--- config.mk ---
export PLATFORM = sky130hd
export DESIGN_NAME = psq_sequencer
export DESIGN_NICKNAME = d
export VERILOG_FILES = /design/src/logic/psq_pkg.sv /design/src/logic/psq_sequencer.sv /design/src/logic/psq_cycle_counter.sv
export VERILOG_INCLUDE_DIRS = /design/src /design/src/logic
export SDC_FILE = /design/constraint.sdc
export NUM_CORES = 1
export LEC_CHECK = 0
export BUFFER_PORTS_ARGS = -buffer_cell sky130_fd_sc_hd__clkbuf_2
export CORE_UTILIZATION = 38
export CTS_CLUSTER_SIZE = 20
export DETAILED_ROUTE_END_ITERATION = 8
export SETUP_SLACK_MARGIN = 0.15
export SYNTH_ARGS = -nofsm -noshare
export SYNTH_HDL_FRONTEND = slang
export SYNTH_SLANG_ARGS = --single-unit
--- constraint.sdc ---
create_clock -name clock -period 3 [get_ports clock]
set_input_delay 0.6 -clock clock [delete_from_list [all_inputs] [get_ports clock]]
set_output_delay 0.6 -clock clock [all_outputs]
set_load 0.05 [all_outputs]
--- src/logic/psq_cfg.svh ---
// Constants of the power-on reset and configuration sequencer.
// Assumes a single 20 MHz clock; all reset timings are counted in its cycles.
`ifndef PSQ_CFG_SVH
`define PSQ_CFG_SVH

// Times are given in input clock cycles, so one clock of time is one cycle.
`define PSQ_CLOCK_HZ 20000000
`define PSQ_POR_MIN_CLKS 16
`define PSQ_POR_TO_HARD_CLKS 521
`define PSQ_POR_TO_HARD_CYC (`PSQ_POR_TO_HARD_CLKS * 1)
`define PSQ_HARD_HOLD_CLKS 16
`define PSQ_HARD_HOLD_CYC (`PSQ_HARD_HOLD_CLKS * 1)
`define PSQ_SOFT_HOLD_CLKS 16
`define PSQ_SOFT_HOLD_CYC (`PSQ_SOFT_HOLD_CLKS * 1)
`define PSQ_CNT_W 10

// Register byte offsets.
`define PSQ_REG_CAUSE 8'h00
`define PSQ_REG_STRAPS 8'h04
`define PSQ_REG_CONFIG 8'h08
`define PSQ_REG_CONTROL 8'h0c
`define PSQ_REG_STATE 8'h10

// Field positions.
`define PSQ_CFG_FROM_HOST_BIT 16
`define PSQ_CFG_FROM_I2C_BIT 17
`define PSQ_CTRL_HARD_BIT 0
`define PSQ_CTRL_SOFT_BIT 1

// Reset values.
`define PSQ_CAUSE_RESET 7'h01
`define PSQ_CTRL_RESET 2'h0
`define PSQ_CFG_WORD_RESET 16'h0000

// Bus answers.
`define PSQ_RESP_OKAY 2'h0
`define PSQ_RESP_SLVERR 2'h2

`endif

--- src/logic/psq_pkg.sv ---
// Types shared by the reset sequencer, its bound checker and its testbench.
// Assumes the constants header is on the include path.
`default_nettype none
`include "psq_cfg.svh"

package psq_pkg;

    typedef enum logic [2:0] {
        PSQ_POR_HOLD = 3'b000,
        PSQ_POR_WAIT = 3'b001,
        PSQ_RUN = 3'b010,
        PSQ_HARD_HOLD = 3'b011,
        PSQ_SOFT_HOLD = 3'b100
    } psq_state_t;

    typedef struct packed {
        logic [1:0] boot_mode_select;
        logic watchdog_enable_strap;
        logic host_byte_width_strap;
        logic host_strobe_polarity_strap;
    } psq_straps_t;

    // Bit 0 is the lowest field, the power-on cause.
    typedef struct packed {
        logic sw_soft;
        logic sw_hard;
        logic jtag_soft;
        logic bus_monitor;
        logic watchdog;
        logic ext_hard;
        logic power_on;
    } psq_cause_t;

endpackage

`default_nettype wire

--- src/logic/psq_sequencer.sv ---
// Power-on reset sequencer with strap capture, reset flows and an AXI4-Lite slave.
// Assumes all pin inputs are synchronous to clock and the hard reset wire is resolved outside.
//
// Register access over AXI4-Lite and the address map are this design's own decisions.
`timescale 1ns/1ns
`default_nettype none
`include "psq_cfg.svh"

// Summary of operation
// RL1: Power-on reset assertion restarts the flow and resets the config, cause and control registers.
// RL2: Outside supervisor holds power-on reset low at least 16 clock cycles.
// RL3: Boot mode, watchdog, byte width and strobe polarity straps latch at release.
// RL4: Hard reset output releases 522 clock cycles after power-on reset release.
// RL5: Reset configuration is taken from the host port or the I2C loader.
// RL6: Power-on reset drives hard reset and resets PLL, core and peripherals.
// RL7: Configuration is sampled only in power-on reset, never in hard or soft reset.
// RL8: Hard reset pin starts a hard flow and is driven open-drain while asserted.
// RL9: A status register records which sources caused the most recent reset.
// RL10: Release counter restarts whenever power-on reset is asserted again early.
module psq_sequencer (
    input wire logic clock,
    input wire logic rst_b,
    input wire logic power_on_reset_n,
    input wire psq_pkg::psq_straps_t strap_pins,
    input wire logic hard_reset_in,
    output logic hard_reset_out,
    output logic hard_reset_oe,
    input wire logic watchdog_expired,
    input wire logic bus_monitor_expired,
    input wire logic jtag_soft_req,
    input wire logic host_cfg_valid,
    input wire logic [15:0] host_cfg_word,
    input wire logic i2c_cfg_valid,
    input wire logic [15:0] i2c_cfg_word,
    output logic pll_reset_n,
    output logic core_reset_n,
    output logic periph_reset_n,
    output logic soft_reset_n,
    output psq_pkg::psq_straps_t boot_straps,
    output logic [15:0] reset_config,
    input wire logic [7:0] s_axi_awaddr,
    input wire logic s_axi_awvalid,
    output logic s_axi_awready,
    input wire logic [31:0] s_axi_wdata,
    input wire logic [3:0] s_axi_wstrb,
    input wire logic s_axi_wvalid,
    output logic s_axi_wready,
    output logic [1:0] s_axi_bresp,
    output logic s_axi_bvalid,
    input wire logic s_axi_bready,
    input wire logic [7:0] s_axi_araddr,
    input wire logic s_axi_arvalid,
    output logic s_axi_arready,
    output logic [31:0] s_axi_rdata,
    output logic [1:0] s_axi_rresp,
    output logic s_axi_rvalid,
    input wire logic s_axi_rready
);

    // Maps a byte address to a register index; index 7 means unmapped.
    function automatic logic [2:0] psq_reg_sel(input logic [7:0] addr);
        case (addr)
            `PSQ_REG_CAUSE: psq_reg_sel = 3'h0;
            `PSQ_REG_STRAPS: psq_reg_sel = 3'h1;
            `PSQ_REG_CONFIG: psq_reg_sel = 3'h2;
            `PSQ_REG_CONTROL: psq_reg_sel = 3'h3;
            `PSQ_REG_STATE: psq_reg_sel = 3'h4;
            default: psq_reg_sel = 3'h7;
        endcase
    endfunction

    psq_pkg::psq_state_t state;
    psq_pkg::psq_state_t next_state;
    psq_pkg::psq_cause_t cause;
    psq_pkg::psq_cause_t cause_set;
    logic [1:0] control;
    logic cfg_from_host;
    logic cfg_from_i2c;
    logic at_last;
    logic [`PSQ_CNT_W-1:0] limit;
    logic hard_trig;
    logic soft_trig;
    logic aw_held;
    logic w_held;
    logic [7:0] aw_addr;
    logic [31:0] w_data;
    logic [3:0] w_strb;
    logic wr_fire;
    logic [2:0] wr_sel;
    logic wr_low;

    // The pin is only read while the sequencer itself is not pulling it low.
    assign hard_trig = watchdog_expired | bus_monitor_expired | ~hard_reset_in
        | control[`PSQ_CTRL_HARD_BIT]; // RL8
    assign soft_trig = jtag_soft_req | control[`PSQ_CTRL_SOFT_BIT];

    always_comb begin
        next_state = state;
        if (!power_on_reset_n) begin
            next_state = psq_pkg::PSQ_POR_HOLD; // RL1
        end else begin
            case (state)
                psq_pkg::PSQ_POR_HOLD: next_state = psq_pkg::PSQ_POR_WAIT;
                psq_pkg::PSQ_POR_WAIT: begin
                    if (at_last) begin
                        next_state = psq_pkg::PSQ_RUN; // RL4
                    end
                end
                psq_pkg::PSQ_RUN: begin
                    if (hard_trig) begin
                        next_state = psq_pkg::PSQ_HARD_HOLD; // RL8
                    end else if (soft_trig) begin
                        next_state = psq_pkg::PSQ_SOFT_HOLD;
                    end
                end
                psq_pkg::PSQ_HARD_HOLD: begin
                    if (at_last) begin
                        next_state = psq_pkg::PSQ_RUN;
                    end
                end
                psq_pkg::PSQ_SOFT_HOLD: begin
                    if (hard_trig) begin
                        next_state = psq_pkg::PSQ_HARD_HOLD;
                    end else if (at_last) begin
                        next_state = psq_pkg::PSQ_RUN;
                    end
                end
                default: next_state = psq_pkg::PSQ_POR_HOLD;
            endcase
        end
    end

    always_comb begin
        case (state)
            psq_pkg::PSQ_POR_WAIT: limit = `PSQ_CNT_W'(`PSQ_POR_TO_HARD_CYC); // RL4
            psq_pkg::PSQ_HARD_HOLD: limit = `PSQ_CNT_W'(`PSQ_HARD_HOLD_CYC);
            psq_pkg::PSQ_SOFT_HOLD: limit = `PSQ_CNT_W'(`PSQ_SOFT_HOLD_CYC);
            default: limit = `PSQ_CNT_W'(1);
        endcase
    end

    psq_cycle_counter u_counter (
        .clock(clock),
        .rst_b(rst_b),
        .restart(next_state != state), // RL10
        .limit(limit),
        .at_last(at_last)
    );

    always_ff @(posedge clock or negedge rst_b) begin
        if (!rst_b) begin
            state <= psq_pkg::PSQ_POR_HOLD;
        end else begin
            state <= next_state;
        end
    end

    // Reset outputs follow the next state so they leave flops on the same edge.
    always_ff @(posedge clock or negedge rst_b) begin
        if (!rst_b) begin
            hard_reset_out <= 1'b0;
            hard_reset_oe <= 1'b1;
            pll_reset_n <= 1'b0;
            core_reset_n <= 1'b0;
            periph_reset_n <= 1'b0;
            soft_reset_n <= 1'b1;
        end else begin
            hard_reset_out <= 1'b0; // RL8
            hard_reset_oe <= (next_state == psq_pkg::PSQ_POR_HOLD)
                | (next_state == psq_pkg::PSQ_POR_WAIT)
                | (next_state == psq_pkg::PSQ_HARD_HOLD); // RL6
            pll_reset_n <= (next_state != psq_pkg::PSQ_POR_HOLD); // RL6
            core_reset_n <= (next_state == psq_pkg::PSQ_RUN); // RL6
            periph_reset_n <= (next_state == psq_pkg::PSQ_RUN); // RL6
            soft_reset_n <= (next_state != psq_pkg::PSQ_SOFT_HOLD);
        end
    end

    // Straps are caught on the first cycle the power-on input reads high.
    always_ff @(posedge clock or negedge rst_b) begin
        if (!rst_b) begin
            boot_straps <= '0;
        end else if (state == psq_pkg::PSQ_POR_HOLD && power_on_reset_n) begin
            boot_straps <= strap_pins; // RL3 RL7
        end
    end

    // The host port wins when both loaders offer a word in the same cycle.
    always_ff @(posedge clock or negedge rst_b) begin
        if (!rst_b) begin
            reset_config <= `PSQ_CFG_WORD_RESET;
            cfg_from_host <= 1'b0;
            cfg_from_i2c <= 1'b0;
        end else if (!power_on_reset_n) begin
            reset_config <= `PSQ_CFG_WORD_RESET; // RL1
            cfg_from_host <= 1'b0;
            cfg_from_i2c <= 1'b0;
        end else if (state == psq_pkg::PSQ_POR_WAIT) begin
            if (host_cfg_valid) begin
                reset_config <= host_cfg_word; // RL5 RL7
                cfg_from_host <= 1'b1;
                cfg_from_i2c <= 1'b0;
            end else if (i2c_cfg_valid) begin
                reset_config <= i2c_cfg_word; // RL5 RL7
                cfg_from_host <= 1'b0;
                cfg_from_i2c <= 1'b1;
            end
        end
    end

    always_comb begin
        cause_set = '0;
        if (state != psq_pkg::PSQ_HARD_HOLD && next_state == psq_pkg::PSQ_HARD_HOLD) begin
            cause_set.ext_hard = ~hard_reset_in;
            cause_set.watchdog = watchdog_expired;
            cause_set.bus_monitor = bus_monitor_expired;
            cause_set.sw_hard = control[`PSQ_CTRL_HARD_BIT];
        end else if (state == psq_pkg::PSQ_RUN && next_state == psq_pkg::PSQ_SOFT_HOLD) begin
            cause_set.jtag_soft = jtag_soft_req;
            cause_set.sw_soft = control[`PSQ_CTRL_SOFT_BIT];
        end
    end

    assign wr_fire = aw_held & w_held & ~s_axi_bvalid;
    assign wr_sel = psq_reg_sel(aw_addr);
    assign wr_low = wr_fire & w_strb[0];

    // A new cause replaces the record; a set in the clear cycle survives it.
    always_ff @(posedge clock or negedge rst_b) begin
        if (!rst_b) begin
            cause <= `PSQ_CAUSE_RESET;
        end else if (!power_on_reset_n) begin
            cause <= `PSQ_CAUSE_RESET; // RL9
        end else if (cause_set != '0) begin
            cause <= cause_set; // RL9
        end else if (wr_low && wr_sel == 3'h0) begin
            cause <= cause & ~w_data[6:0];
        end
    end

    // Request bits clear themselves when their flow begins.
    always_ff @(posedge clock or negedge rst_b) begin
        if (!rst_b) begin
            control <= `PSQ_CTRL_RESET;
        end else if (!power_on_reset_n) begin
            control <= `PSQ_CTRL_RESET; // RL1
        end else if (wr_low && wr_sel == 3'h3) begin
            control <= w_data[1:0];
        end else if (next_state == psq_pkg::PSQ_HARD_HOLD) begin
            control <= `PSQ_CTRL_RESET;
        end else if (next_state == psq_pkg::PSQ_SOFT_HOLD) begin
            control[`PSQ_CTRL_SOFT_BIT] <= 1'b0;
        end
    end

    // Write channel: address and data are taken in either order.
    always_ff @(posedge clock or negedge rst_b) begin
        if (!rst_b) begin
            aw_held <= 1'b0;
            w_held <= 1'b0;
            aw_addr <= 8'h00;
            w_data <= 32'h00000000;
            w_strb <= 4'h0;
            s_axi_awready <= 1'b1;
            s_axi_wready <= 1'b1;
            s_axi_bvalid <= 1'b0;
            s_axi_bresp <= `PSQ_RESP_OKAY;
        end else begin
            if (s_axi_awvalid && s_axi_awready) begin
                aw_held <= 1'b1;
                aw_addr <= s_axi_awaddr;
                s_axi_awready <= 1'b0;
            end
            if (s_axi_wvalid && s_axi_wready) begin
                w_held <= 1'b1;
                w_data <= s_axi_wdata;
                w_strb <= s_axi_wstrb;
                s_axi_wready <= 1'b0;
            end
            if (wr_fire) begin
                aw_held <= 1'b0;
                w_held <= 1'b0;
                s_axi_bvalid <= 1'b1;
                s_axi_bresp <= (wr_sel == 3'h0 || wr_sel == 3'h3) ? `PSQ_RESP_OKAY
                    : `PSQ_RESP_SLVERR;
            end
            if (s_axi_bvalid && s_axi_bready) begin
                s_axi_bvalid <= 1'b0;
                s_axi_awready <= 1'b1;
                s_axi_wready <= 1'b1;
            end
        end
    end

    // Read channel: one read at a time, answered on the edge after the address.
    always_ff @(posedge clock or negedge rst_b) begin
        if (!rst_b) begin
            s_axi_arready <= 1'b1;
            s_axi_rvalid <= 1'b0;
            s_axi_rdata <= 32'h00000000;
            s_axi_rresp <= `PSQ_RESP_OKAY;
        end else if (s_axi_arvalid && s_axi_arready) begin
            s_axi_arready <= 1'b0;
            s_axi_rvalid <= 1'b1;
            s_axi_rresp <= `PSQ_RESP_OKAY;
            case (psq_reg_sel(s_axi_araddr))
                3'h0: s_axi_rdata <= {25'h0, cause};
                3'h1: s_axi_rdata <= {27'h0, boot_straps};
                3'h2: s_axi_rdata <= {14'h0, cfg_from_i2c, cfg_from_host, reset_config};
                3'h3: s_axi_rdata <= {30'h0, control};
                3'h4: s_axi_rdata <= {29'h0, state};
                default: begin
                    s_axi_rdata <= 32'h00000000;
                    s_axi_rresp <= `PSQ_RESP_SLVERR;
                end
            endcase
        end else if (s_axi_rvalid && s_axi_rready) begin
            s_axi_rvalid <= 1'b0;
            s_axi_arready <= 1'b1;
        end
    end

endmodule // psq_sequencer

`default_nettype wire

--- src/logic/psq_cycle_counter.sv ---
// Cycle counter that marks the last cycle of a reset phase.
// Assumes the caller pulses restart on every phase change.
`timescale 1ns/1ns
`default_nettype none
`include "psq_cfg.svh"

module psq_cycle_counter (
    input wire logic clock,
    input wire logic rst_b,
    input wire logic restart,
    input wire logic [`PSQ_CNT_W-1:0] limit,
    output logic at_last
);

    logic [`PSQ_CNT_W-1:0] count;

    always_ff @(posedge clock or negedge rst_b) begin
        if (!rst_b) begin
            count <= '0;
        end else if (restart) begin
            count <= '0; // RL10
        end else if (!at_last) begin
            count <= count + `PSQ_CNT_W'(1);
        end
    end

    // The count holds at its last value so a stalled phase does not wrap.
    assign at_last = (count == limit - `PSQ_CNT_W'(1));

endmodule // psq_cycle_counter

`default_nettype wire

# Word level (Yosys, flattened, before mapping)
# Index checks and enable logic that the tools add are counted.
[word_totals]
register_bits = 108
latch_bits = 0
ramBits = 0
mem_bits_ro = 0
in_bits = 103
out_inout_bits = 68
wordCells = 165
memories = 0
[op_classes]
n_addsub = 2
mul = 0
n_div = 0
magnitude_cmp = 0
eq_ne = 31
shift = 0
mux = 55
bitwise = 13
reduce_logical = 29
[op_table]
columns = ["op", "n"]
rows = [
  ["case mux 18 bit (5 select lines)", 1],
  ["2-to-1 mux 16 bit", 4],
  ["equality test 8 x 4 -> 1 bit (second input constant)", 4],
  ["2-to-1 mux 1 bit", 30],
  ["case mux 3 bit (5 select lines)", 2],
  ["equality test 3 x 2 -> 1 bit (second input constant)", 7],
  ["2-to-1 mux 3 bit", 7],
  ["2-to-1 mux 7 bit", 3],
  ["2-to-1 mux 10 bit", 2],
  ["case mux 10 bit (2 select lines)", 1],
  ["equality test 8 x 3 -> 1 bit (second input constant)", 2],
  ["equality test 8 x 5 -> 1 bit (second input constant)", 2],
  ["logical NOT 8 bit", 2],
  ["logical NOT 3 bit", 4],
  ["case mux 3 bit (4 select lines)", 1],
  ["nonzero test 2 bit", 6],
  ["adder 10 x 1 -> 10 bit (second input constant)", 1],
  ["equality test 10 bit", 1],
  ["logical AND 1 bit", 10],
  ["subtractor 10 x 1 -> 10 bit (second input constant)", 1],
  ["equality test 3 x 1 -> 1 bit (second input constant)", 3],
  ["equality test 3 bit (second input constant)", 3],
  ["inequality test 3 x 1 -> 1 bit (second input constant)", 3],
  ["2-to-1 mux 2 bit", 4],
  ["other kinds (16)", 26],
]

# Depth between registers and ports, before layout
# Gate-level depths: netlist (run 1).
[depth]
ltp_word = 16
mapped_depth = 7
depth_no_buf = 6

# By module
# Synthesis (run 1) repeated with hierarchy kept, for this count alone.
[unflattened]
cells_unflattened = 456
area_unflattened_um2 = 4807.1
[modules_own_cells]
columns = ["mod", "n_inst", "cells_each", "area_each_um2", "seq_area_each_um2"]
rows = [
  ["psq_sequencer", 1, 334, 3802.4, 2059.5],
  ["psq_cycle_counter", 1, 122, 1004.7, 250.2],
]

# Worst setup path before layout (run 1)
# OpenSTA, ideal clock, no wires.
[synth_path]
kind = "input to register"
startpoint = "in bus_monitor_expired"
endpoint = "reg cause[5] (netlist bit)"
setup_time_ps = 125
arrival_ps = 2093
required_time_ps = 2875
slack_ps = 783
path_stages = 5
path_buffers = 0
cell_sequence = "or4b_2 nor3_2 a31oi_1 and3_1 mux2_2"
[synth_between]
elab_chain_cells = 13
[synth_lines]
columns = ["item", "line", "text"]
rows = [
  ["from (decl)", "psq_sequencer.sv:29", "input wire logic bus_monitor_expired,"],
  ["OR 1 bit (3 in series)", "psq_sequencer.sv:93", "assign hard_trig = watchdog_expired | bus_monitor_expired | ~hard_reset_in"],
  ["2-to-1 mux 3 bit, on equally long branches", "psq_sequencer.sv:122, psq_sequencer.sv:110", ""],
  ["case mux 3 bit (4 select lines)", "psq_sequencer.sv:102", "case (state)"],
  ["2-to-1 mux 3 bit", "psq_sequencer.sv:99", "if (!power_on_reset_n) begin"],
  ["equality test 3 bit", "psq_sequencer.sv:218", "end else if (state == psq_pkg::PSQ_RUN && next_state == psq_pkg::PSQ_SOFT_HOLD) begin"],
  ["logical AND 1 bit", "psq_sequencer.sv:218", ""],
  ["2-to-1 mux 1 bit", "psq_sequencer.sv:218", ""],
  ["2-to-1 mux 1 bit", "psq_sequencer.sv:213", "if (state != psq_pkg::PSQ_HARD_HOLD && next_state == psq_pkg::PSQ_HARD_HOLD) begin"],
  ["nonzero test 7 bit", "psq_sequencer.sv:234", "end else if (cause_set != '0) begin"],
  ["2-to-1 mux 7 bit", "psq_sequencer.sv:234", ""],
  ["2-to-1 mux 7 bit", "psq_sequencer.sv:232", "end else if (!power_on_reset_n) begin"],
  ["to (signal assigned)", "psq_sequencer.sv:231", "cause <= `PSQ_CAUSE_RESET;"],
  ["to (signal assigned)", "psq_sequencer.sv:233", "cause <= `PSQ_CAUSE_RESET;"],
  ["to (signal assigned)", "psq_sequencer.sv:235", "cause <= cause_set;"],
  ["to (decl)", "psq_sequencer.sv:74", "psq_pkg::psq_cause_t cause;"],
]
# Several ways; a longest one is shown, not always the timed one.
# A chain may end at the register's enable or synchronous reset.

# Worst setup path in the final report (run 1)
[layout_path]
startpoint = "reg state[2]"
endpoint = "reg cause[3] (netlist bit)"
[layout_between]
elab_chain_cells = 16
[layout_lines]
columns = ["item", "line", "text"]
rows = [
  ["from (decl)", "psq_sequencer.sv:72", "psq_pkg::psq_state_t state;"],
  ["from (signal assigned)", "psq_sequencer.sv:152", "state <= psq_pkg::PSQ_POR_HOLD;"],
  ["from (signal assigned)", "psq_sequencer.sv:154", "state <= next_state;"],
  ["equality test 3 bit or equality test 3 x 2 -> 1 bit (tied branches)", "psq_sequencer.sv:102, psq_sequencer.sv:134", ""],
  ["OR reduction 2 bit (no source line)", "-", ""],
  ["case mux 10 bit (2 select lines)", "psq_sequencer.sv:134", "case (state)"],
  ["subtractor 10 x 1 -> 10 bit", "psq_cycle_counter.sv:28", "assign at_last = (count == limit - `PSQ_CNT_W'(1));"],
  ["equality test 10 bit", "psq_cycle_counter.sv:28", ""],
  ["2-to-1 mux 3 bit", "psq_sequencer.sv:105, psq_sequencer.sv:117, psq_sequencer.sv:124", ""],
  ["2-to-1 mux 3 bit", "psq_sequencer.sv:122", "if (hard_trig) begin"],
  ["case mux 3 bit (4 select lines)", "psq_sequencer.sv:102", ""],
  ["2-to-1 mux 3 bit", "psq_sequencer.sv:99", ""],
  ["equality test 3 bit", "psq_sequencer.sv:218", ""],
  ["logical AND 1 bit", "psq_sequencer.sv:218", ""],
  ["2-to-1 mux 1 bit", "psq_sequencer.sv:218", ""],
  ["2-to-1 mux 1 bit", "psq_sequencer.sv:213", ""],
  ["nonzero test 7 bit", "psq_sequencer.sv:234", ""],
  ["2-to-1 mux 7 bit", "psq_sequencer.sv:234", ""],
  ["2-to-1 mux 7 bit", "psq_sequencer.sv:232", ""],
]
# Several ways; a longest one is shown, not always the timed one.

==> impl_metrics.csv, run 1 <==
group,metric,value,unit
route,drc_errors,0,
grt,grt_pass1_vias,3207,
timing,final.period_utilization,81.94,%
timing,fin_skew,0.005714,ns
timing,worstMarginPinSlew,0.7301,ns
floorplan,die_h,109.5,um
pwr,total_power,4.037,mW
synthesis,synth_cells,398,
place,dp_cells,654,
cts,clock_sinks,92,
synthesis,ys_ff_latch,92,
synthesis,synth_cell_types,57,
worst_setup_path,r2r_setup_slack,0.54,ns
place,place_ws,0.3540,ns
timing,setup_tns,0,ns
layout,n_antenna_cell,0,
timing,hold_viol,0,
worst_setup_path,critPathBufInv,0,
place,dpl.hpwl,7880,um
worst_setup_path,path_max_fanout,9,
cts,clock_latency,0.34,ns
place,io_buffers,125,
timing,finalSetupViolCount,0,
layout,layout-drive-gt1-share,36.79,%
layout,final_cells,670,
worst_setup_path,cp_cell_sequence,"or3b_4, o2111a_2, o211ai_4, a21oi_4, a211oi_4, mux2_2",
timing,fin_ws,0.5419,ns
synthesis,synthFlopType,"dfrtp_1",
route,wl,10300,um
timing,drv_slew,0,
route,vias,3472,
synthesis,syn_area,4388,um2
cts,clockBufferDepth,2,
floorplan,io_pins,171,
grt,antenna_found_initial,0,
synthesis,async_flop_share,100.0,%
floorplan,dieArea,11980,um2
pwr,leakage,2.795,nW
floorplan,row_count,38,
pwr,peakVddDrop,0.5002,mV
route,drt_iter0_markers,258,
worst_setup_path,critical_path_class,"flop to flop",
floorplan,start_util,39.78,%
synthesis,yosys.area.top_type_share,49.04,%
status,status,"completed",
timing,whs,0.3074,ns
timing,relSlewSlack,50.95,%
floorplan,core_area,11030,um2
grt,track_usage,17.81,%
grt,grt_max_degree,58,
cts,h-tree-depth,3,
route,viasPerCell,5.182,
cts,clockRootBuffer,"clkbuf_16",
cts,path_clk_slew,0.06,ns
grt,overflow,0,
worst_setup_path,crit_path_start_kind,"flop",
cts,holdBufCountCts,0,
worst_setup_path,crit_arrival,2.68,ns
synthesis,synth_edf_count,0,
layout,finish.instance_area,5436,um2
place,dpl-instance-area,5111,um2
pwr,power.density,742.6,nW/um2
synthesis,yosysWarnings,0,
synthesis,synth.area.top_cells,"dfrtp_1, mux2_2, a222oi_1, dfstp_2, buf_4",
cts,post_cts_buffers,0,
synthesis,netlist.top_cell.by_area,"dfrtp_1",
cts,cts_resized,0,
route,wl_per_cell,15.38,um
worst_setup_path,critPathCaptureType,"flop",
grt,grt_pass1_wl,16160,um
min_path,hold_path.class,"input pin to async pin",
layout,layout.nets,629,
timing,fmax,0.4068,GHz
layout,final_util,49.29,%
timing,finalCriticalPeriod,2.458,ns
layout,syn2layout_area_growth,23.89,%
cts,cts_made_buffers,9,
worst_setup_path,slowest_stage,"dfrtp_1",
layout,nFillCells,1026,
synthesis,ys_seq_area_share,52.64,%
place,routabilityCongestion,0.9120,
worst_setup_path,crit_family,"compound AO/OA/AOI/OAI gates",
worst_setup_path,max_stage_delay,0.51,ns
job,maxCapViolCount,0,
route,ant_nets,0,
floorplan,die_w,109.5,um
synthesis,syn_area_per_cell,11.03,um2
route,dr.pass1.iters,8,
cts,cts_tree,"yes",
timing,rsz0062_at_grt,"no",
worst_setup_path,cp_data_required_time,3.22,ns
-- cell families after synthesis --
| family | count (synthesis) | synth area share [%] |
|---|---|---|
| simple gates | 114 | 13.46 |
| flops | 92 | 52.64 |
| compound gates | 79 | 14.51 |
| buf+inv | 64 | 7.300 |
| mux | 35 | 9.296 |
| xor+xnor | 11 | 2.196 |
| fa+ha+maj | 2 | 0.5132 |
| other cells | 1 | 0.08546 |
-- sequential cells by signal (all words and copies together), names as in the netlist, 2 cells and up --
signal           count
control              2
s_axi_rdata         18
aw_addr              8
u_counter.count     10
boot_straps          5
state                3
cause                7
reset_config        16
w_data               7
-- synthesized netlist by cell type (all sizes together), types with 6 or more instances --
| cell type | instances |
|---|---|
| nand4 | 7 |
| buf | 21 |
| dfstp | 6 |
| a21oi | 7 |
| o21ai | 15 |
| a222oi | 16 |
| nor2 | 25 |
| and3 | 7 |
| nand2 | 29 |
| nor3 | 7 |
| a22o | 13 |
| clkbuf | 13 |
| nand3 | 12 |
| xor2 | 8 |
| dfrtp | 86 |
| nor2b | 6 |
| a31oi | 8 |
| mux2i | 7 |
| mux2 | 26 |
| inv | 30 |
-- worst paths after layout --
check                                     startpoint                   endpoint  depth (start not counted)
hold reg to reg            cfg_from_host$_DFFE_PN0P_  cfg_from_host$_DFFE_PN0P_                          1
setup reg to reg                  state[2]$_DFF_PN0_       cause[3]$_DFFE_PN0P_                          6
setup / recovery                  state[2]$_DFF_PN0_       cause[3]$_DFFE_PN0P_                          6
min in group clock                     s_axi_awvalid  s_axi_awready$_DFFE_PN1P_                          2
hold / removal                                 rst_b     aw_addr[5]$_DFFE_PN0P_                          1
max in group asynchronous                      rst_b     soft_reset_n$_DFF_PN1_                          2
-- cell usage in the layout (no fill, tap or decap), types with 7 or more instances in the layout --
cell | netlist | final
clkbuf_2 | 0 | 124
dfrtp_1 | 86 | 86
inv_1 | 30 | 30
nand2_1 | 29 | 29
mux2_2 | 26 | 26
nor2_1 | 25 | 25
conb_1 | 1 | 17
a222oi_1 | 16 | 16
o21ai_0 | 14 | 14
a22o_1 | 13 | 13
nand3_1 | 12 | 12
buf_4 | 19 | 10
clkbuf_16 | 0 | 9
a31oi_1 | 8 | 8
xor2_1 | 8 | 8
nand4_1 | 7 | 7
mux2i_1 | 7 | 7
and3_1 | 7 | 7
-- power breakdown --
| part | total (mW) | leakage, nW | switching (mW) | internal [mW] |
|---|---|---|---|---|
| logic | 1.15 | 1.44 | 0.727 | 0.419 |
| registers | 1.67 | 1.19 | 0.192 | 1.48 |
| clock network | 1.22 | 0.159 | 0.465 | 0.752 |
| total | 4.04 | 2.79 | 1.38 | 2.65 |
-- layout make-up --
class                      instances  area [um2]  area share (%)
clock inverter                     6       86.33           1.588
multi-input combinational        258        1818           33.44
tap                              140       175.2           3.222
sequential                        92        2310           42.49
timing repair buffer             134       695.7           12.80
clock buffer                      10       239.0           4.396
inverter                          30       112.6           2.071
-- layer usage --
layer  GRT usage [%]  vias up  routed length, um
met1           23.84     1664               4577
met3           5.868       19                774
li1                -     1660                  -
met2           26.73      129               4711
met5               0        -                  0
met4           6.762        0                242
Note: power is estimated with default switching activity, not from simulation.
==> inputs of run 2 (changes only) <==
ABC_AREA = 1   (was not set)
clock period = 2.3 ns   (was 3 ns; I/O delays follow)
==> run 2 against run 1 <==
  * Non-clock buffer count increased by 11
  * Hold slack got worse by 0.22 ns
  * Combinational power increased by 140%
  * Setup slack got worse by 0.33 ns
  * Clock-buffer cell count unchanged
  * Core utilization increased by 1.1 points
  * Sequential cell count unchanged
  * First-iteration DRC count decreased by 12%
  * Synthesized area increased by 5.7%
  * Clock power increased by 15%
  * Critical endpoint is now u_counter.count[0]$_DFFE_PN0P_
==> impl_metrics.csv, run 2 <==
group,metric,value,unit
job,maxCapViolCount,0,
worst_setup_path,critical_path_class,"flop to flop",
worst_setup_path,critPathCaptureType,"flop",
timing,finalCriticalPeriod,2.090,ns
synthesis,synth_common_cells,"nand2_1, dfrtp_1, inv_1, o21ai_0, nand3_1",
route,drt_iter0_markers,226,
cts,clockRootBuffer,"clkbuf_16",
timing,fin_skew,0.008063,ns
cts,path_clk_slew,0.06,ns
timing,fmax,0.4784,GHz
layout,layout_commonest_cell,"nand2_1",
floorplan,core_area,11660,um2
grt,overflow,0,
pwr,leakage,3.017,nW
worst_setup_path,crit_family,"simple AND/OR/NAND/NOR gates",
timing,rsz0062_at_grt,"yes",
route,drc_errors,0,
timing,drv_slew,0,
floorplan,die_h,112.5,um
pwr,power.density,1109,nW/um2
place,io_buffers,125,
route,ant_nets,0,
synthesis,synth_cells,556,
synthesis,netlist.top_cell.by_area,"dfrtp_1",
worst_setup_path,reg2reg_depth,12,
worst_setup_path,cp_data_required_time,2.58,ns
floorplan,start_util,39.77,%
timing,worstMarginPinSlew,0.5429,ns
layout,largestRegisters,"s_axi_rdata (18), reset_config (16), u_counter.count (10)",
timing,hold_viol,0,
route,viasPerCell,4.867,
cts,cts_made_buffers,9,
worst_setup_path,cp.depth,12,
cts,clock_sinks,92,
cts,h-tree-depth,3,
cts,clock_latency,0.35,ns
floorplan,dieArea,12650,um2
floorplan,io_pins,171,
layout,layout.nets,800,
route,wl,11970,um
layout,nFillCells,1146,
route,vias,4108,
synthesis,syn_area,4638,um2
worst_setup_path,critPathBufInv,0,
min_path,hold_path.class,"input pin to async pin",
cts,clockBufferDepth,2,
worst_setup_path,slowest_stage,"dfrtp_2",
synthesis,yosysMostFrequentCell,"nand2_1",
synthesis,syn_area_per_cell,8.342,um2
worst_setup_path,cp_cell_sequence,"nor2_4, nand2_2, nand2_4, a21oi_4, nand3_4, nand2_2, nand2_2, nand2_4, nand2_4, xor2_4, nand4_4, nor2_1",
grt,grt_pass1_wl,19400,um
grt,grt_pass1_vias,3985,
layout,largest_reg_flops,18,
grt,antenna_found_initial,0,
layout,most-common-layout-cells,"nand2_1, clkbuf_2, dfrtp_1",
route,wl_per_cell,14.18,um
worst_setup_path,crit_arrival,2.37,ns
synthesis,synth.area.top_cells,"dfrtp_1, nand2_1, o21ai_0, nand3_1, inv_1",
worst_setup_path,crit_path_start_kind,"flop",
layout,regMostFlops,"s_axi_rdata",
pwr,peakVddDrop,0.6562,mV
floorplan,row_count,39,
cts,cts_tree,"yes",
worst_setup_path,max_stage_delay,0.53,ns
layout,syn2layout_area_growth,26.57,%
timing,setup_tns,0,ns
floorplan,die_w,112.5,um
grt,grt_max_degree,43,
layout,n_antenna_cell,0,
synthesis,ys_seq_area_share,49.80,%
grt,track_usage,19.86,%
timing,relSlewSlack,63.80,%
status,status,"completed",
place,dpl.hpwl,8902,um
worst_setup_path,path_max_fanout,7,
timing,finalSetupViolCount,0,
synthesis,synth_cell_types,40,
synthesis,synthFlopType,"dfrtp_1",
timing,final.period_utilization,90.89,%
synthesis,yosys.area.top_type_share,46.40,%
pwr,total_power,6.508,mW
synthesis,async_flop_share,100.0,%
layout,layout-drive-gt1-share,30.67,%
route,dr.pass1.iters,4,
synthesis,yosysWarnings,0,
place,routabilityCongestion,0.8743,
synthesis,synth_edf_count,0,
synthesis,ys_ff_latch,92,
## run 2: changes by cell type in the layout (fill, tap and decap cells not counted), sizes merged, moves of 13 or more
cell    previous run  this run
nand4              7        23
inv               31        64
mux2              26         6
nand3             12        51
a222oi            16         0
o21ai             15        47
nand2             29       154
nor2              25        42
a22o              13         0
## run 2: metal layers
metal	GRT usage [%]	share of wire, %	up-vias
met3	3.240	3.5	20
met5	0	0	-
met4	9.422	2.4	0
met2	31.84	48	111
li1	-	-	2052
met1	26.34	46	1925
## run 2: per-stage QoR
step / hold WS [ns] / worst slack, ns / cells / instance area [um2] / utilization [%]
floorplan: 0.1644 / 0.4140 / 572 / 4698 / -
global placement: 0.4652 / 0.2259 / 818 / 5408 / 46.37
detailed placement: 0.4701 / 0.1674 / 818 / 5408 / 46.37
CTS: 0.1085 / 0.1981 / 834 / 5688 / 48.77
global route: 0.1271 / 0.08802 / 844 / 5871 / 50.34
finish: 0.08733 / 0.2096 / 844 / 5871 / 50.34
## run 2: final cells by class
cell class                 instances  area (um2)  area share [%]
tap                              143       178.9           3.048
multi-input combinational        385        2071           35.27
clock inverter                     6       50.05          0.8525
timing repair buffer             145       790.8           13.47
sequential                        92        2312           39.39
inverter                          63       239.0           4.071
clock buffer                      10       229.0           3.900
## run 2: worst reg2reg max path, stage by stage, from the launching register on
cell,delay [ns]
dfrtp_2,0.53
nor2_4,0.08
nand2_2,0.11
nand2_4,0.08
a21oi_4,0.17
nand3_4,0.14
nand2_2,0.09
nand2_2,0.08
nand2_4,0.09
nand2_4,0.08
xor2_4,0.26
nand4_4,0.19
nor2_1,0.14
## run 2: final timing paths
kind | slack [ns] | start | end
min | 0.09 | rst_b | control[1]$_DFFE_PN0P_
max | 0.21 | state[0]$_DFF_PN0_ | u_counter.count[0]$_DFFE_PN0P_
min in group clock | 0.28 | s_axi_awvalid | s_axi_awready$_DFFE_PN1P_
max in group asynchronous | 1.46 | rst_b | s_axi_rdata[16]$_DFFE_PN0P_
min reg2reg | 0.48 | s_axi_awready$_DFFE_PN1P_ | s_axi_awready$_DFFE_PN1P_
max reg2reg | 0.21 | state[0]$_DFF_PN0_ | u_counter.count[0]$_DFFE_PN0P_
## run 2: repair_timing
action / CTS / global route
gates resized for setup: 1 / 21
endpoints found under the setup margin: 7 / 18
gates cloned: 0 / 1
pin swaps: 0 / 8
buffers inserted: 0 / 9
hold buffers: 0 / 0
## run 2: kinds of logic after synthesis
family                     count (synthesis)  share of synthesized area, %
buffers and inverters                     96                         9.253
AOI/OAI and AO/OA                         69                         8.525
other                                      1                       0.08085
and+or+nand+nor                          285                         29.16
DFF                                       92                         49.80
xor gates and xnor gates                   6                         1.457
muxes                                      6                         1.457
adders and majority gates                  1                        0.2697
## run 2: report_power, final
part / total [mW] / internal [mW] / switching, mW
Combinational: 2.79 / 0.874 / 1.91
Clock: 1.40 / 0.744 / 0.657
Sequential: 2.32 / 2.03 / 0.292
Total: 6.51 / 3.65 / 2.86
==> inputs of run 3 (changes only) <==
ABC_AREA = 0   (was 1)
GPL_ROUTABILITY_DRIVEN = 0   (was not set)
==> run 3 against run 2 <==
  * Maximum frequency down 4.3%
  * Via count shrank 12%
  * Sequential cell count unchanged
  * Setup slack got worse by 0.095 ns
  * Design area fell by 2.2%
  * Clock-buffer cell count unchanged
  * First-iteration DRC count up 7.1%
  * Core utilization up 1.7 points
==> impl_metrics.csv, run 3 (synthesis gave the netlist of run 1 again) <==
group,metric,value,unit
route,drt_iter0_markers,242,
timing,finalSetupViolCount,0,
cts,clockBufferDepth,2,
cts,clockRootBuffer,"clkbuf_16",
layout,layout_commonest_cell,"clkbuf_2",
worst_setup_path,critPathCaptureType,"flop",
worst_setup_path,critical_path_class,"flop to flop",
grt,grt_pass1_vias,3407,
route,drc_errors,0,
timing,rsz0062_at_grt,"yes",
worst_setup_path,reg2reg_depth,8,
cts,cts_made_buffers,9,
cts,clock_sinks,92,
grt,antenna_found_initial,0,
floorplan,row_count,38,
grt,track_usage,18.35,%
min_path,hold_path.class,"input pin to async pin",
cts,path_clk_slew,0.06,ns
cts,h-tree-depth,3,
timing,hold_viol,0,
worst_setup_path,slowest_stage,"dfrtp_2",
worst_setup_path,r2r_end,"cause[2]$_DFFE_PN0P_",
worst_setup_path,rr_startpoint,"state[2]$_DFF_PN0_",
worst_setup_path,max_stage_delay,0.44,ns
floorplan,start_util,39.78,%
layout,syn2layout_area_growth,30.91,%
timing,drv_slew,0,
pwr,peakVddDrop,0.7546,mV
place,dp_cells,674,
worst_setup_path,cp_data_required_time,2.52,ns
route,vias,3605,
worst_setup_path,r2r_setup_slack,0.11,ns
layout,regMostFlops,"s_axi_rdata",
status,status,"completed",
job,maxCapViolCount,0,
grt,grt_max_degree,43,
cts,cts_tree,"yes",
floorplan,io_pins,171,
layout,nFillCells,1027,
floorplan,core_area,11030,um2
worst_setup_path,path_max_fanout,6,
place,io_buffers,125,
route,wl,10680,um
route,ant_nets,0,
timing,fin_skew,0.006149,ns
layout,n_antenna_cell,0,
layout,largest_reg_flops,18,
route,wl_per_cell,15.28,um
worst_setup_path,critPathBufInv,2,
layout,layout.nets,659,
worst_setup_path,crit_family,"compound AO/OA/AOI/OAI gates",
layout,most-common-layout-cells,"clkbuf_2, dfrtp_1, buf_4",
floorplan,dieArea,11980,um2
pwr,total_power,5.213,mW
cts,clock_latency,0.33,ns
layout,final_util,52.08,%
place,dpl.hpwl,8031,um
timing,fmax,0.4576,GHz
layout,largestRegisters,"s_axi_rdata (18), reset_config (16), u_counter.count (10)",
worst_setup_path,crit_arrival,2.40,ns
pwr,power.density,907.5,nW/um2
grt,overflow,0,
floorplan,die_h,109.5,um
grt,grt_pass1_wl,16820,um
route,dr.pass1.iters,8,
worst_setup_path,crit_path_start_kind,"flop",
timing,whs,0.1044,ns
route,viasPerCell,5.157,
pwr,leakage,2.938,nW
timing,finalCriticalPeriod,2.185,ns
worst_setup_path,cp_cell_sequence,"buf_6, nand3b_1, o2111a_2, o211ai_4, a21oi_4, a211oi_4, buf_12, mux2_4",
timing,final.period_utilization,95.02,%
layout,final_cells,699,
timing,relSlewSlack,54.78,%
floorplan,die_w,109.5,um
timing,worstMarginPinSlew,0.6784,ns
layout,layout-drive-gt1-share,42.40,%
==> run 3: routing by layer <==
metal | part of all wire, % | routed length (um) | vias up | global-route usage, %
met4 | 1.0 | 107 | 0 | 5.048
met1 | 47 | 5005 | 1772 | 25.37
li1 | - | - | 1707 | -
met3 | 5.5 | 592 | 8 | 3.853
met2 | 47 | 4975 | 118 | 29.20
met5 | 0 | 0 | - | 0
==> run 3: power by group <==
| group | switching, mW | internal [mW] | total (mW) |
|---|---|---|---|
| Sequential | 0.250 | 1.93 | 2.18 |
| Clock | 0.605 | 0.730 | 1.34 |
| Combinational | 1.01 | 0.683 | 1.69 |
==> run 3: final cells by class <==
| type | count | area, um2 | area share (%) |
|---|---|---|---|
| clock buffers | 10 | 229.0 | 3.986 |
| clock inverters | 5 | 38.79 | 0.6752 |
| inverters | 30 | 112.6 | 1.960 |
| multi-input cells | 258 | 1899 | 33.06 |
| flip-flops and latches | 92 | 2312 | 40.25 |
| well taps | 140 | 175.2 | 3.049 |
| repair buffers | 164 | 977.2 | 17.01 |
==> run 3: stage by stage <==
stage	setup WS (ns)	instance area [um2]	TNS (ns)
3_3_place_gp	-0.005230	5290	-0.005230
6_report	0.1145	5744	0
5_1_grt	0.04644	5744	0
4_1_cts	0.08315	5645	0
2_1_floorplan	0.09253	4452	0
3_5_place_dp	-0.02818	5290	-0.1072
==> run 3: what timing repair did <==
item,4_1_cts,5_1_grt
setup endpoints to repair,17,19
gates resized for setup,11,13
cloned,0,0
pin swaps,5,8
hold buffers,0,0
setup buffers,6,4
==> run 3: worst max-delay path by stage <==
stage | start | end | slack (ns) | cells past startpoint
floorplan | state[1]$_DFF_PN0_ | cause[2]$_DFFE_PN0P_ | 0.09 | 7
global placement | bus_monitor_expired | cause[5]$_DFFE_PN0P_ | -0.005 | 6
detailed placement | bus_monitor_expired | u_counter.count[3]$_DFFE_PN0P_ | -0.03 | 7
CTS | state[0]$_DFF_PN0_ | cause[5]$_DFFE_PN0P_ | 0.08 | 6
global route | state[1]$_DFF_PN0_ | cause[5]$_DFFE_PN0P_ | 0.05 | 9
finish | state[2]$_DFF_PN0_ | cause[2]$_DFFE_PN0P_ | 0.11 | 8
